`config.mk`:
```
export PLATFORM = sky130hd
export DESIGN_NAME = fids_core
export DESIGN_NICKNAME = d
export VERILOG_FILES = /design/src/hw/fids_pkg.sv /design/src/hw/fids_core.sv
export SDC_FILE = /design/constraint.sdc
export NUM_CORES = 1
export LEC_CHECK = 0
export ABC_AREA = 0
export BUFFER_PORTS_ARGS = -buffer_cell sky130_fd_sc_hd__buf_2
export CORE_AREA = 2 2 102 104
export CTS_BUF_LIST = sky130_fd_sc_hd__clkbuf_8
export DETAILED_ROUTE_END_ITERATION = 10
export DIE_AREA = 0 0 104 106
export PLACE_DENSITY = 0.7
export RECOVER_POWER = 50
export SLEW_MARGIN = 20
export SYNTH_ARGS = -nofsm -noshare
export SYNTH_HDL_FRONTEND = slang
export SYNTH_SLANG_ARGS = --single-unit
export TNS_END_PERCENT = 20
```
`constraint.sdc`:
```
create_clock -name clock -period 7.92 [get_ports clock]
set_input_delay 0.792 -clock clock [delete_from_list [all_inputs] [get_ports clock]]
set_output_delay 0.792 -clock clock [all_outputs]
set_load 0.02 [all_outputs]
```
`src/hw/fids_pkg.sv`:
```
`default_nettype none
package fids_pkg;
  // ==========================================================
  // opcodes
  localparam logic [7:0] OP_ID_PAIR_SINGLE = 8'h90;
  localparam logic [7:0] OP_ID_PAIR_DUAL = 8'h92;
  localparam logic [7:0] OP_ID_PAIR_QUAD = 8'h94;
  localparam logic [7:0] OP_ID_THREE = 8'h9F;
  localparam logic [7:0] OP_SUSPEND = 8'h75;
  localparam logic [7:0] OP_RESUME = 8'h7A;
  localparam logic [7:0] OP_STATUS_READ = 8'h05;
  localparam logic [7:0] OP_STATUS_READ_HI = 8'h35;
  localparam logic [7:0] OP_CONFIG_READ = 8'h15;
  localparam logic [7:0] OP_SECURE_READ = 8'h48;
  localparam logic [7:0] OP_RESET_ARM = 8'h66;
  localparam logic [7:0] OP_RESET = 8'h99;
  localparam logic [7:0] OP_NOP = 8'h00;
  localparam logic [7:0] OP_SIGNATURE = 8'hAB;
  localparam logic [7:0] OP_READ = 8'h03;
  localparam logic [7:0] OP_FAST_READ = 8'h0B;
  localparam logic [7:0] OP_QUAD_IO_READ = 8'hEB;
  // ==========================================================
  // id order selectors
  localparam logic [7:0] ID_ADDR_MAKER_FIRST = 8'h00;
  localparam logic [7:0] ID_ADDR_PART_FIRST = 8'h01;
  // status bit position of the suspend flag
  localparam int STATUS_SUSPEND_BIT = 15;
  // ==========================================================
  // timing
  localparam int CLOCK_MHZ = 100;
  localparam int SUSPEND_LATENCY_US = 30;
  localparam int SUSPEND_LATENCY_CYCLES = SUSPEND_LATENCY_US * CLOCK_MHZ;
  // identity values: arbitrary
  localparam logic [7:0] MAKER_CODE = 8'hA5;
  localparam logic [7:0] PAIR_PART_CODE = 8'h3C;
  localparam logic [15:0] THREE_PART_CODE = 16'h5A3C;
  // ==========================================================
  typedef enum logic [2:0] {
    ST_IDLE = 3'b000,
    ST_OPCODE = 3'b001,
    ST_DUMMY = 3'b010,
    ST_ADDR = 3'b011,
    ST_OUT = 3'b100,
    ST_SKIP = 3'b101
  } fids_state_t;
  typedef struct packed {
    logic [3:0] o;
    logic [3:0] oe;
  } fids_dq_t;
  typedef struct packed {
    logic write_enable_latch;
    logic write_in_progress;
    logic suspend_flag;
  } fids_status_t;
endpackage : fids_pkg
`default_nettype wire

```
`src/hw/fids_core.sv`:
```
`default_nettype none
// How it works
// (RQ1) opcode 90h, two dummy bytes and one address byte on one wire start the id pair readout.
// (RQ2) id bits leave on the falling serial clock edge, msb first.
// (RQ3) address 00h gives maker then part, 01h gives part then maker.
// (RQ4) the pair repeats alternately until chip select rises, which ends the command.
// (RQ5) opcode 92h does the same with address and data on lines 0 and 1.
// (RQ6) opcode 94h does the same with address and data on lines 0 to 3.
// (RQ7) opcode 9Fh returns 24 bits: maker byte then two part bytes.
// (RQ8) chip select rising anywhere in the readout ends it and returns to standby.
// (RQ9) the three-byte id command is not decoded while program or erase runs.
// (RQ10) suspend pauses page program or sector/block erase; the busy region stays unreadable.
// (RQ11) after suspend the latency elapses, then the latch clears, the flag sets and reads open.
// (RQ12) status bit 15 shows the suspend flag, 1 while suspended and 0 after resume.
// (RQ13) status, secure area read, reset arm and reset are accepted at once after suspend.
// (RQ14) after the latency array reads such as 03h, 0Bh and EBh are accepted.
// (RQ15) resume 7Ah sets the latch and busy bit and clears the suspend flag at once.
// (RQ16) while suspended any command outside the allowed lists is ignored.
module fids_core #(
  parameter int SUSPEND_CYCLES = fids_pkg::SUSPEND_LATENCY_CYCLES
) (
  input wire logic clock,
  input wire logic resetn,
  input wire logic cs_n,
  input wire logic sclk,
  input wire logic [3:0] dq_in,
  output fids_pkg::fids_dq_t dq_out,
  input wire logic op_running,
  input wire logic op_start,
  output logic op_paused,
  output logic [15:0] status_word,
  output logic cmd_valid,
  output logic [7:0] cmd_code,
  output logic region_blocked
);
  // ==========================================================
  // pin synchronisers
  logic [2:0] cs_s1_ff, cs_s2_ff, ck_s1_ff, ck_s2_ff;
  logic [3:0] dq_s1_ff, dq_s2_ff;
  logic cs_q_ff, ck_q_ff;
  always_ff @(posedge clock) begin
    if (!resetn) begin
      cs_s1_ff <= 3'h7;
      cs_s2_ff <= 3'h7;
      ck_s1_ff <= 3'h0;
      ck_s2_ff <= 3'h0;
      dq_s1_ff <= 4'h0;
      dq_s2_ff <= 4'h0;
      cs_q_ff <= 1'b1;
      ck_q_ff <= 1'b0;
    end else begin
      cs_s1_ff <= {3{cs_n}};
      cs_s2_ff <= cs_s1_ff;
      ck_s1_ff <= {3{sclk}};
      ck_s2_ff <= ck_s1_ff;
      dq_s1_ff <= dq_in;
      dq_s2_ff <= dq_s1_ff;
      cs_q_ff <= cs_s2_ff[0];
      ck_q_ff <= ck_s2_ff[0];
    end
  end
  logic sel, rise, fall, cs_up;
  assign sel = !cs_s2_ff[0];
  assign rise = sel && ck_s2_ff[0] && !ck_q_ff;
  assign fall = sel && !ck_s2_ff[0] && ck_q_ff;
  assign cs_up = cs_s2_ff[0] && !cs_q_ff;

  // ==========================================================
  // frame decoder
  fids_pkg::fids_state_t state_ff;
  logic [7:0] shift_ff, opcode_ff, addr_ff;
  logic [4:0] bitcnt_ff;
  logic [2:0] width_ff;
  logic dummy_left_ff;
  logic [23:0] out_ff;
  logic [4:0] outcnt_ff;
  logic three_ff, maker_next_ff;
  logic [7:0] byte_in;
  logic [4:0] byte_bits;
  logic susp_ff, waiting_ff, wel_ff, wip_ff;
  logic [$clog2(SUSPEND_CYCLES+1)-1:0] lat_ff;

  // one-wire shifting of the opcode; multi-wire after it for 92h and 94h
  always_comb begin
    byte_in = shift_ff;
    byte_bits = 5'd8;
    case (width_ff)
      3'd2: begin
        byte_in = {shift_ff[5:0], dq_s2_ff[1:0]};
        byte_bits = 5'd4;
      end
      3'd4: begin
        byte_in = {shift_ff[3:0], dq_s2_ff};
        byte_bits = 5'd2;
      end
      default: begin
        byte_in = {shift_ff[6:0], dq_s2_ff[0]};
        byte_bits = 5'd8;
      end
    endcase
  end

  function automatic logic allowed(input logic [7:0] op, input logic open_reads);
    logic quick;
    quick = op inside {fids_pkg::OP_STATUS_READ, fids_pkg::OP_STATUS_READ_HI, fids_pkg::OP_CONFIG_READ,
                       fids_pkg::OP_SECURE_READ, fids_pkg::OP_RESET_ARM, fids_pkg::OP_RESET,
                       fids_pkg::OP_NOP, fids_pkg::OP_SIGNATURE}; // [RQ13]
    allowed = quick || (open_reads && (op inside {fids_pkg::OP_READ, fids_pkg::OP_FAST_READ,
      fids_pkg::OP_QUAD_IO_READ, fids_pkg::OP_ID_PAIR_SINGLE, fids_pkg::OP_ID_PAIR_DUAL,
      fids_pkg::OP_ID_PAIR_QUAD, fids_pkg::OP_ID_THREE, fids_pkg::OP_RESUME})); // [RQ14]
  endfunction : allowed

  logic byte_done, accept;
  assign byte_done = rise && (bitcnt_ff + 5'd1 == byte_bits);
  // suspended or waiting: only listed commands pass [RQ16]
  assign accept = !(susp_ff || waiting_ff) || allowed(byte_in, susp_ff);

  always_ff @(posedge clock) begin
    if (!resetn || cs_up) begin // [RQ8] [RQ4]
      state_ff <= fids_pkg::ST_IDLE;
      bitcnt_ff <= 5'd0;
      width_ff <= 3'd1;
      shift_ff <= 8'h00;
      opcode_ff <= 8'h00;
      addr_ff <= 8'h00;
      dummy_left_ff <= 1'b0;
      three_ff <= 1'b0;
    end else begin
      if (state_ff == fids_pkg::ST_IDLE && sel) state_ff <= fids_pkg::ST_OPCODE;
      if (rise && state_ff != fids_pkg::ST_OUT && state_ff != fids_pkg::ST_SKIP) begin
        shift_ff <= byte_in;
        bitcnt_ff <= byte_done ? 5'd0 : bitcnt_ff + 5'd1;
      end
      if (byte_done) begin
        case (state_ff)
          fids_pkg::ST_OPCODE: begin
            opcode_ff <= byte_in;
            if (!accept) state_ff <= fids_pkg::ST_SKIP;
            else if (byte_in == fids_pkg::OP_ID_PAIR_SINGLE) state_ff <= fids_pkg::ST_DUMMY; // [RQ1]
            else if (byte_in == fids_pkg::OP_ID_PAIR_DUAL) begin
              state_ff <= fids_pkg::ST_DUMMY;
              width_ff <= 3'd2; // [RQ5]
            end else if (byte_in == fids_pkg::OP_ID_PAIR_QUAD) begin
              state_ff <= fids_pkg::ST_DUMMY;
              width_ff <= 3'd4; // [RQ6]
            end else if (byte_in == fids_pkg::OP_ID_THREE && !(op_running && !susp_ff)) begin // [RQ9]
              state_ff <= fids_pkg::ST_OUT;
              three_ff <= 1'b1;
            end else state_ff <= fids_pkg::ST_SKIP;
            dummy_left_ff <= 1'b1;
          end
          fids_pkg::ST_DUMMY: begin
            dummy_left_ff <= 1'b0;
            if (!dummy_left_ff) state_ff <= fids_pkg::ST_ADDR;
          end
          fids_pkg::ST_ADDR: begin
            addr_ff <= byte_in;
            state_ff <= fids_pkg::ST_OUT;
          end
          default: state_ff <= state_ff;
        endcase
      end
    end
  end
  // a three-byte id arriving while the array is busy is not decoded, so it is not reported either [RQ9]
  assign cmd_valid = byte_done && state_ff == fids_pkg::ST_OPCODE && accept &&
    !(byte_in == fids_pkg::OP_ID_THREE && op_running && !susp_ff);
  assign cmd_code = byte_in;

  // ==========================================================
  // id output shifter, driven on falling serial clock
  logic load_out;
  assign load_out = byte_done && (state_ff == fids_pkg::ST_ADDR ||
    (state_ff == fids_pkg::ST_OPCODE && accept && byte_in == fids_pkg::OP_ID_THREE && !(op_running && !susp_ff)));
  always_ff @(posedge clock) begin
    if (!resetn || cs_up) begin
      out_ff <= 24'h000000;
      outcnt_ff <= 5'd0;
      maker_next_ff <= 1'b0;
      dq_out <= '0;
    end else if (load_out) begin
      outcnt_ff <= 5'd0;
      if (state_ff == fids_pkg::ST_OPCODE)
        out_ff <= {fids_pkg::MAKER_CODE, fids_pkg::THREE_PART_CODE}; // [RQ7]
      else if (byte_in == fids_pkg::ID_ADDR_PART_FIRST) begin
        out_ff <= {fids_pkg::PAIR_PART_CODE, 16'h0000}; // [RQ3]
        maker_next_ff <= 1'b1;
      end else begin
        out_ff <= {fids_pkg::MAKER_CODE, 16'h0000}; // [RQ3]
        maker_next_ff <= 1'b0;
      end
    end else if (fall && state_ff == fids_pkg::ST_OUT) begin
      // msb first on the falling edge [RQ2]
      case (width_ff)
        3'd2: dq_out <= '{o: {2'b00, out_ff[23:22]}, oe: 4'h3};
        3'd4: dq_out <= '{o: out_ff[23:20], oe: 4'hF};
        default: dq_out <= '{o: {2'b00, out_ff[23], 1'b0}, oe: 4'h2};
      endcase
      if (three_ff) begin
        out_ff <= {out_ff[22:0], 1'b0};
        if (outcnt_ff == 5'd23) outcnt_ff <= 5'd0;
        else outcnt_ff <= outcnt_ff + 5'd1;
      end else if (outcnt_ff + 5'd1 == byte_bits) begin
        // alternate maker and part codes [RQ4]
        out_ff <= {maker_next_ff ? fids_pkg::MAKER_CODE : fids_pkg::PAIR_PART_CODE, 16'h0000};
        maker_next_ff <= !maker_next_ff;
        outcnt_ff <= 5'd0;
      end else begin
        out_ff <= (width_ff == 3'd4) ? {out_ff[19:0], 4'h0} :
                  (width_ff == 3'd2) ? {out_ff[21:0], 2'b00} : {out_ff[22:0], 1'b0};
        outcnt_ff <= outcnt_ff + 5'd1;
      end
    end
  end

  // ==========================================================
  // suspend and resume; latch and busy bits
  logic cmd_commit;
  assign cmd_commit = cs_up && (opcode_ff == fids_pkg::OP_SUSPEND || opcode_ff == fids_pkg::OP_RESUME);
  always_ff @(posedge clock) begin
    if (!resetn) begin
      susp_ff <= 1'b0;
      waiting_ff <= 1'b0;
      wel_ff <= 1'b0;
      wip_ff <= 1'b0;
      lat_ff <= '0;
    end else begin
      if (op_start) begin
        wip_ff <= 1'b1;
        wel_ff <= 1'b1;
      end else if (!op_running && !susp_ff && !waiting_ff) begin
        wip_ff <= 1'b0;
        wel_ff <= 1'b0;
      end
      if (cmd_commit && opcode_ff == fids_pkg::OP_SUSPEND && op_running && !susp_ff && !waiting_ff) begin
        waiting_ff <= 1'b1; // [RQ10]
        lat_ff <= '0;
      end else if (waiting_ff) begin
        if (lat_ff == ($clog2(SUSPEND_CYCLES+1))'(SUSPEND_CYCLES - 1)) begin
          waiting_ff <= 1'b0;
          susp_ff <= 1'b1; // [RQ11]
          wel_ff <= 1'b0;
          wip_ff <= 1'b0;
        end else lat_ff <= lat_ff + 1'b1;
      end else if (cmd_commit && opcode_ff == fids_pkg::OP_RESUME && susp_ff) begin
        susp_ff <= 1'b0; // [RQ15]
        wel_ff <= 1'b1;
        wip_ff <= 1'b1;
      end
    end
  end
  assign op_paused = susp_ff;
  assign region_blocked = susp_ff; // busy region reads refused by the array side [RQ10]
  always_comb begin
    status_word = 16'h0000;
    status_word[fids_pkg::STATUS_SUSPEND_BIT] = susp_ff; // [RQ12]
    status_word[1] = wel_ff;
    status_word[0] = wip_ff;
  end
endmodule : fids_core
`default_nettype wire

```
Word-level counts from Yosys, hierarchy flattened
Cells that the tools add are included.
- add/sub/neg operators: 3
- equality and inequality tests: 34
- multiplexer cells: 52
- bitwise logic cells: 7
- reductions and logical operators: 68
- operators by type and width (kind ; count):
    $mux 24 ; 8
    $eq 8x8->1 const B ; 7
    $eq 8x7->1 const B ; 5
    $pmux 8 s2 ; 2
    $logic_and 1x1->1 ; 31
    $mux 3 ; 9
    $mux 1 ; 25
    $mux 5 ; 4
    $reduce_bool 8->1 ; 2
    $add 12x1->12 const B ; 1
    $eq 12x12->1 const B ; 1
    $logic_not 1->1 ; 12
    $add 5x1->5 const B ; 2
    $eq 5x5->1 ; 2
    $reduce_bool 2->1 ; 5
    $eq 3x2->1 const B ; 3
    $pmux 3 s3 ; 1
    $eq 8x1->1 const B ; 1
    $eq 8x2->1 const B ; 1
    $eq 8x3->1 const B ; 1
    $eq 8x4->1 const B ; 1
    $eq 8x5->1 const B ; 1
    $eq 8x6->1 const B ; 1
    $logic_not 8->1 ; 1
    19 further kinds ; 37
- bits in registers: 96
- input bits: 10
- output and inout bits: 35
- logic and storage cells: 189

Depth between registers and ports, before layout
Gate-level depths: netlist (run 1).
- depth after elaboration: 14
- depth in mapped cells: 14
- mapped depth without buffers: 11

Worst setup path before layout (run 1)
Ideal clock, no wire load.
- path type: reg2out
- start: reg width_ff[2]
- end: out cmd_valid
- arrival: 2206 ps
- data required time: 7128 ps
- slack: 4922 ps
- stages on the path, launching flop included: 10
- buffers on the path: 1
- cells stage by stage: dfxtp_1 > buf_6 > nand2b_4 > o22a_1 > o22ai_2 > inv_1 > nor3_1 > a22oi_2 > o211ai_2 > o2111a_1
- word-level cells in the longest chain between the ends: 9
- elaborated cells on any way between the ends: 33
- classes of those cells: eq/ne: 18; mux: 2; reduce/logical: 13
- ends and longest elaborated chain (what ; line ; RTL):
    from (decl) ; fids_core.sv:73 ; logic [2:0] width_ff;
    from (signal assigned) ; fids_core.sv:122 ; width_ff <= 3'd1;
    from (signal assigned) ; fids_core.sv:142 ; width_ff <= 3'd2;
    from (signal assigned) ; fids_core.sv:145 ; width_ff <= 3'd4;
    $eq 3x3->1 / $eq 3x2->1 (equally long branches) ; fids_core.sv:87 ; case (width_ff)
    $pmux 8 s2 (*) ; fids_core.sv:87 ;
    via cmd_code[4] ; fids_core.sv:33 ; output logic [7:0] cmd_code,
    $eq 8x2->1, or another cell as far along ; fids_core.sv:108 ; allowed = quick || (open_reads && (op inside {fids_pkg::OP_READ, fids_pkg::OP_FAST_READ,
    $reduce_bool 8->1 ; fids_core.sv:108 ;
    $logic_and 1x1->1 ; fids_core.sv:108 ;
    $logic_or 1x1->1 ; fids_core.sv:108 ;
    $logic_or 1x1->1 ; fids_core.sv:116 ; assign accept = !(susp_ff || waiting_ff) || allowed(byte_in, susp_ff);
    $logic_and 1x1->1 ; fids_core.sv:166 ; assign cmd_valid = byte_done && state_ff == fids_pkg::ST_OPCODE && accept &&
    $logic_and 1x1->1 (*) ; fids_core.sv:166 ;
    to (decl) ; fids_core.sv:32 ; output logic cmd_valid,
The timed path passes the listed nets; every way through them passes the cells marked *.

Worst setup path in the final report (run 1)
- start: reg width_ff[2]
- end: out cmd_valid
- word-level cells in the longest chain between the ends: 9
- elaborated cells on any way between the ends: 33
- classes of those cells: eq/ne: 18; mux: 2; reduce/logical: 13
- ends and longest elaborated chain (what ; line):
    $eq 3x3->1 / $eq 3x2->1 (equally long branches) ; fids_core.sv:87
    $pmux 8 s2 ; fids_core.sv:87
    $eq 8x2->1, or another cell as far along ; fids_core.sv:108
    $reduce_bool 8->1 ; fids_core.sv:108
    $logic_and 1x1->1 ; fids_core.sv:108
    $logic_or 1x1->1 ; fids_core.sv:108
    $logic_or 1x1->1 ; fids_core.sv:116
    $logic_and 1x1->1 ; fids_core.sv:166
    $logic_and 1x1->1 (*) ; fids_core.sv:166
Every way passes the cells marked *; elsewhere a longest branch is shown, timed or not.

==> reports/results.tsv, run 1 <==
stage	metric	value	unit
route	drc	0	
yosys	synth.avg_cell_area	7.88	µm²
yosys	synth_cell_types	75	
run_status	status	finished, violations left	
global_route	grt_max_degree	56	
final_layout	multi_input_comb_area	2880	µm²
yosys	synth_cells	646	
floorplan	ioPinCount	45	
global_route	track_usage	0.220	
worst_setup_path	end_kind	output pin	
route	wl_per_cell	15.1	µm
clock_network	cts_resized	0	
final_layout	fill_cells	1014	
worst_setup_path	cp.required	7.13	ns
timing	finalCriticalPeriod	4.29	ns
worst_setup_path	worstPathMaxFanout	13	
route	vias	4544	
yosys	synth_top_area_frac	0.366	
final_layout	layout-drive-gt1-share	0.0829	
clock_network	cts_tree	done	
floorplan	start_util	0.509	
place	placed_cells	771	
global_route	overflow	0	
floorplan	core	10000	µm²
worst_setup_path	cpMaxStageDelayCell	o22ai_1	
timing	worstMarginPinSlew	2.56	ns
timing	drv_slew	56	
yosys	yosys-top-cells-area	dfxtp_1, nor2_1, a21oi_1	
route	firstDrtPassIters	7	
worst_setup_path	slowest_delay	0.67	ns
pwr	netSwitchingFraction	0.236	
global_route	first_global_vias	4221	
pwr	net-switching-power	0.187	mW
final_layout	area_growth	4.70	%
final_layout	fin_area	5330	µm²
timing	rsz0062_at_grt	no	
timing	min_period_over_period	0.541	
clock_network	cts_setup_buffers	0	
clock_network	cts_buffer_depth	2	
route	post_drt_via_cell_ratio	5.77	
flow_run	max-cap-violations	1	
timing	skew	0.0159	ns
place	place_congestion	0.872	
yosys	ys_seq_elements	93	
place	placed_area	5180	µm²
final_layout	fin_cells	787	
clock_network	root_buffer	clkbuf_8	
timing	fin_tns_setup	0	ns
worst_setup_path	path_cells	xnor2_1, nor2_4, o22ai_1, inv_1, nor3_1, a22oi_2, o211ai_2, o2111a_1, buf_2	
route	first_iter_violations	207	
clock_network	clkTransAtPathRegs	0.08	ns
place	port_buffers	31	
pwr	powerDensity	148	nW/µm²
run_status	violations	capacitance limit, slew limit	
clock_network	cts_sinks	93	
yosys	ys_seq_area_frac	0.366	
yosys	yosys_warnings	0	
worst_setup_path	cp-start-kind	flop	
yosys	synthArstFlopShare	0	
pwr	p_total	0.791	mW
pwr	seqPwrFrac	0.599	
pwr	power_frac_comb	0.034	
global_route	grt_pass1_wl	20000	µm
timing	finalSetupViolCount	0	
route	antenna_left	0	
pwr	clockPowerShare	0.367	
final_layout	antenna_cells	0	
worst_hold_path	holdCritPathClass	flop to flop	
timing	finalHoldViolCount	0	
floorplan	chipWidth	104	µm
yosys	synth_top_area_cell	dfxtp_1	
clock_network	insertion_delay	0.38	ns
floorplan	fp-row-count	37	
place	hpwl	8100	µm
clock_network	hold_buffers	0	
yosys	synth.cell_area	5090	µm²
timing	maxSlewHeadroom	-0.705	
floorplan	die_area	11000	µm²
pwr	p_int	0.604	mW
timing	timing.fmax	233	MHz
worst_setup_path	path_class	flop to output pin	
yosys	ys.flop_type	dfxtp_1	
yosys	synth_edf_count	0	
clock_network	htree_levels	3	
pwr	ir_drop	0.0913	mV
final_layout	nets	659	
pwr	leakage	1.93	nW
worst_setup_path	crit_arrival	3.50	ns
clock_network	cts-buffers-inserted	9	
floorplan	fp.dieH	106	µm
global_route	antenna_found_initial	0	
route	wirelength	11900	µm
final_layout	seqCellArea	1860	µm²
[metal layers]
| metal | GRT usage | wire length [µm] | vias up |
|---|---|---|---|
| li1 | - | - | 2265 |
| met1 | 0.281 | 5430 | 2118 |
| met2 | 0.366 | 5540 | 135 |
| met3 | 0.0386 | 589 | 26 |
| met4 | 0.0956 | 292 | 0 |
| met5 | 0 | 0 | - |
[synthesized netlist by cell type, drive strengths merged, types with 3 or more instances]
library cell	instances
dfxtp	93
nor2	86
nand2	62
a21oi	61
clkbuf	31
buf	29
o21ai	28
nand3	25
nor3	22
and2	19
inv	18
mux2i	16
xnor2	12
nand2b	11
a2111oi	10
xor2	10
o211ai	9
and3	8
nand4	7
nor3b	7
o22ai	7
a31oi	6
or3	5
a22oi	4
a311oi	4
a21o	3
a221oi	3
ha	3
nand3b	3
nor4	3
o2111ai	3
o32ai	3
[cells in the final DEF (no fill, tap or decap), types with 7 or more instances in the layout]
cell	Yosys	layout
dfxtp_1	93	93
nor2_1	85	85
nand2_1	62	61
a21oi_1	60	60
nand3_1	25	25
nor3_1	22	22
inv_1	15	19
clkbuf_1	31	17
o21ai_0	16	16
mux2i_1	16	16
buf_2	4	16
and2_1	19	15
conb_1	1	13
xnor2_1	12	12
o21ai_1	11	11
clkbuf_8	0	11
xor2_1	10	10
a2111oi_0	9	9
nand2b_1	9	9
and3_1	8	8
nand4_1	7	7
o211ai_1	7	7
[logic make-up after synthesis]
logic type | share of synthesized area
xor gates and xnor gates | 0.0379
muxes | 0.0315
DFF | 0.366
and+or+nand+nor | 0.272
other | 0.000737
buffers and inverters | 0.0775
adders and majority gates | 0.00738
AOI/OAI and AO/OA | 0.207
[power groups by stage]
stage                     registers [mW]  logic [mW]  clock network, mW
after global routing               0.475      0.0301              0.316
after CTS                          0.474      0.0280              0.297
final                              0.474      0.0271              0.290
after detailed placement           0.485      0.0279                  0
after global placement             0.485      0.0274                  0
after floorplan                    0.484      0.0271                  0
[registers in the layout (all words and copies together), names as in the netlist, 3 cells and up]
signal / flops
outcnt_ff: 5
opcode_ff: 8
bitcnt_ff: 5
lat_ff: 12
shift_ff: 7
dq_s2_ff: 4
dq_s1_ff: 4
state_ff: 3
out_ff: 22
width_ff: 3
dq_out: 7
[cell type report]
class / count / share of cell area
Timing Repair Buffer: 37 / 0.0326
Clock buffer: 11 / 0.0284
Inverter: 18 / 0.0132
Multi-Input combinational cell: 487 / 0.541
Clock inverter: 5 / 0.00376
Sequential cell: 93 / 0.349
Tap cell: 136 / 0.0319
[path summary, 6_finish.rpt]
path / cells past startpoint / end / start / slack, ns
max: 9 / cmd_valid / width_ff[2] / 3.63
min: 1 / cs_s2_ff[0] / cs_s1_ff[0] / 0.42
max reg2reg: 11 / out_ff[23] / width_ff[2] / 3.86
min reg2reg: 1 / cs_s2_ff[0] / cs_s1_ff[0] / 0.42
[stage by stage]
stage | setup slack, ns | hold slack, ns | utilization
after CTS | 3.70 | 0.423 | 0.535
final | 3.63 | 0.417 | 0.533
after global placement | 4.17 | 0.404 | 0.518
after floorplan | 4.92 | 0.386 | -
after global routing | 3.31 | 0.439 | 0.533
after detailed placement | 4.00 | 0.402 | 0.518
[worst max-delay path: cells and delay by family, from the launching register on]
| kind | cells | cell delay [ns] |
|---|---|---|
| compound gates | 4 | 1.22 |
| flops | 1 | 0.63 |
| simple gates | 2 | 0.52 |
| buf+inv | 2 | 0.45 |
| xor+xnor | 1 | 0.29 |
Note: power is estimated with default switching activity, not from simulation.
==> run 2: changes to the inputs <==
Settings changed: ABC_AREA 0 to 1, CORE_AREA 2 2 102 104 to 2 2 104 106, DIE_AREA 0 0 104 106 to 0 0 106 108, PLACE_DENSITY 0.7 to 0.72.
Clock period 7.92 ns to 3.6 ns, I/O delays scaled along.
==> reports/results.tsv, run 2 <==
stage	metric	value	unit	change
run_status	status	finished clean		
final_layout	layout.cells.most_common_list	nand2_1, dfxtp_1, nor2_1, inv_1		
yosys	yosys.area_share.adder	0.00722		-0.000160
timing	skew	0.00987	ns	-0.00599 ns
yosys	yosys-top-cells-area	dfxtp_1, nand2_1, nor2_1		
timing	worstMarginPinSlew	1.12	ns	-1.44 ns
route	firstDrtPassIters	7		unchanged
timing	rsz0062_at_grt	no		
yosys	ys.flop_type	dfxtp_1		
yosys	synth_top_area_frac	0.358		-0.00792
pwr	ir_drop	0.221	mV	+140%
yosys	synth_mux_area_frac	0		-0.0315
pwr	leakage	2.44	nW	+27%
clock_network	cts_buffer_depth	2		unchanged
route	topRoutingLayerUsed	met4		
global_route	grt_max_degree	37		-34%
floorplan	chipWidth	106	µm	+1.9%
route	antenna_left	0		unchanged
final_layout	regMostFlops	out_ff		
worst_setup_path	cp-start-kind	flop		
floorplan	ioPinCount	45		unchanged
yosys	synthArstFlopShare	0		unchanged
yosys	synth_top_family_by_area	simple AND/OR/NAND/NOR gates		
route	m1WireLength	5660	µm	+4.1%
yosys	ys_seq_elements	93		unchanged
clock_network	cts_sinks	93		unchanged
yosys	ys_top_cells_by_count	nand2_1, dfxtp_1, nor2_1		
final_layout	antenna_cells	0		unchanged
global_route	track_usage	0.231		+0.0117
floorplan	core	10200	µm²	+2.3%
final_layout	largest_reg_flops	22		unchanged
route	route.met3.wl	786	µm	+33%
yosys	synth.avg_cell_area	6.82	µm²	-13%
floorplan	fp.dieH	108	µm	+1.9%
yosys	synth_top_area_cell	dfxtp_1		
global_route	first_global_vias	4759		+13%
clock_network	cts-buffers-inserted	9		unchanged
timing	timing.fmax	297	MHz	
worst_setup_path	cp.required	3.24	ns	-3.89 ns
worst_setup_path	path_class	flop to output pin		
worst_hold_path	holdCritPathClass	primary input to flop		
timing	hold_ws	0.158	ns	-0.259 ns
worst_setup_path	r2r_cells	9		-2
place	hpwl	9210	µm	+14%
timing	finalCriticalPeriod	3.37	ns	
yosys	synth_edf_count	0		unchanged
yosys	ys_seq_area_frac	0.358		-0.00792
timing	drv_slew	0		-100%
clock_network	insertion_delay	0.38	ns	about the same
route	drc	0		unchanged
yosys	synth-compound-area-share	0.172		-0.0353
timing	min_period_over_period	0.936		
worst_setup_path	crit_arrival	3.01	ns	-0.49 ns
floorplan	start_util	0.508		about the same
worst_setup_path	worstPathMaxFanout	29		+16
place	port_buffers	31		unchanged
route	vias	5119		+13%
route	post_drt_via_cell_ratio	5.55		-3.8%
yosys	synth-xor-area-share	0.0202		-0.0177
global_route	overflow	0		unchanged
pwr	powerDensity	326	nW/µm²	+120%
floorplan	fp-row-count	37		unchanged
route	wl_met2	6230	µm	+12%
place	place_congestion	0.963		+10%
yosys	yosysMostFrequentCell	nand2_1		
yosys	synth.cell_area	5200	µm²	+2.2%
route	wl_per_cell	14.2	µm	-5.7%
timing	fin_tns_setup	0	ns	unchanged
final_layout	layout-drive-gt1-share	0.112		+0.0290
worst_setup_path	end_kind	output pin		
timing	finalHoldViolCount	0		unchanged
yosys	synth_cells	763		+18%
clock_network	cts_tree	done		
final_layout	nets	794		+20%
timing	maxSlewHeadroom	0.254		+0.960
global_route	grt_pass1_wl	21500	µm	+7.5%
yosys	synthSimpleGateAreaFrac	0.323		+0.0511
route	first_iter_violations	382		+85%
final_layout	final_common_cell	nand2_1		
clock_network	cts_resized	0		unchanged
final_layout	area_growth	5.94	%	
floorplan	die_area	11400	µm²	+3.8%
route	wirelength	13100	µm	+10%
final_layout	reg.largest.list	out_ff: 22 flops, lat_ff: 12 flops, opcode_ff: 8 flops		
flow_run	max-cap-violations	0		-1
clock_network	root_buffer	clkbuf_8		
timing	finalSetupViolCount	0		unchanged
clock_network	clkTransAtPathRegs	0.09	ns	about the same
yosys	synth_cell_types	45		-40%
yosys	yosys_warnings	0		unchanged
worst_hold_path	whs_path_depth	3		+2
global_route	antenna_found_initial	0		unchanged
clock_network	htree_levels	3		unchanged
## run 2: cell types whose count changed after synthesis, moves of 15 or more
cell | before | now
mux2i_1 | 16 | 0
inv_1 | 15 | 81
nand3_1 | 25 | 52
and2_1 | 19 | 0
nand2_1 | 62 | 147
clkbuf_1 | 31 | 16
o21ai_0 | 16 | 65
## run 2: report_power, final
group,switching (mW),internal [mW],total (mW)
Sequential,0.00612,1.04,1.04
Clock,0.385,0.289,0.674
Combinational,0.0609,0.0203,0.0812
## run 2: area by class of cell
cell class / instances / area [µm²]
multi-input combinational: 548 / 2770
clock buffer: 11 / 151
fill: 1021 / 4720
tap: 136 / 170
clock inverter: 5 / 33.8
sequential: 93 / 1860
inverter: 93 / 352
timing repair buffer: 36 / 169
## run 2: per-layer routing
metal	track usage	vias to the layer above
li1	-	2505
met1	0.292	2350
met2	0.391	220
met3	0.0295	44
met4	0.118	0
met5	0	-
## run 2: metrics by stage
stage	util	total power [mW]	instance area [µm²]	cells	worst slack, ns
after floorplan	-	1.14	5250	775	1.14
after global placement	0.523	1.15	5350	905	0.782
after detailed placement	0.523	1.15	5350	905	0.616
after CTS	0.541	1.81	5540	921	0.211
after global routing	0.539	1.86	5510	922	0.00603
final	0.539	1.80	5510	922	0.230
## run 2: worst paths after layout
kind	startpoint	endpoint	slack, ns
setup / recovery	width_ff[1]	cmd_valid	0.23
hold / removal	dq_in[2]	dq_s1_ff[2]	0.16
setup reg to reg	state_ff[1]	out_ff[23]	0.53
hold reg to reg	dq_s1_ff[3]	dq_s2_ff[3]	0.42
## run 2: cells by family after synthesis
logic type | Yosys count
xor gates and xnor gates | 12
buffers and inverters | 135
and+or+nand+nor | 356
AOI/OAI and AO/OA | 163
adders and majority gates | 3
other | 1
DFF | 93
## run 2: critical path, stage by stage, from the launching register on
cell,delay (ns)
dfxtp_1,0.44
nor2_4,0.23
nand2_4,0.25
nand2_4,0.24
nand2_1,0.07
nand2_1,0.11
nand2_1,0.11
nor2_1,0.21
inv_2,0.07
nand2_1,0.10
nand2_1,0.06
nand2_1,0.08
nand2_2,0.06
nand2_4,0.10
nand2_1,0.08
a31oi_1,0.22
buf_2,0.21
## run 2: repair_timing
action / in CTS / in global routing
buffers inserted: 0 / 0
hold buffers: 0 / 0
setup endpoints to repair: 0 / 1
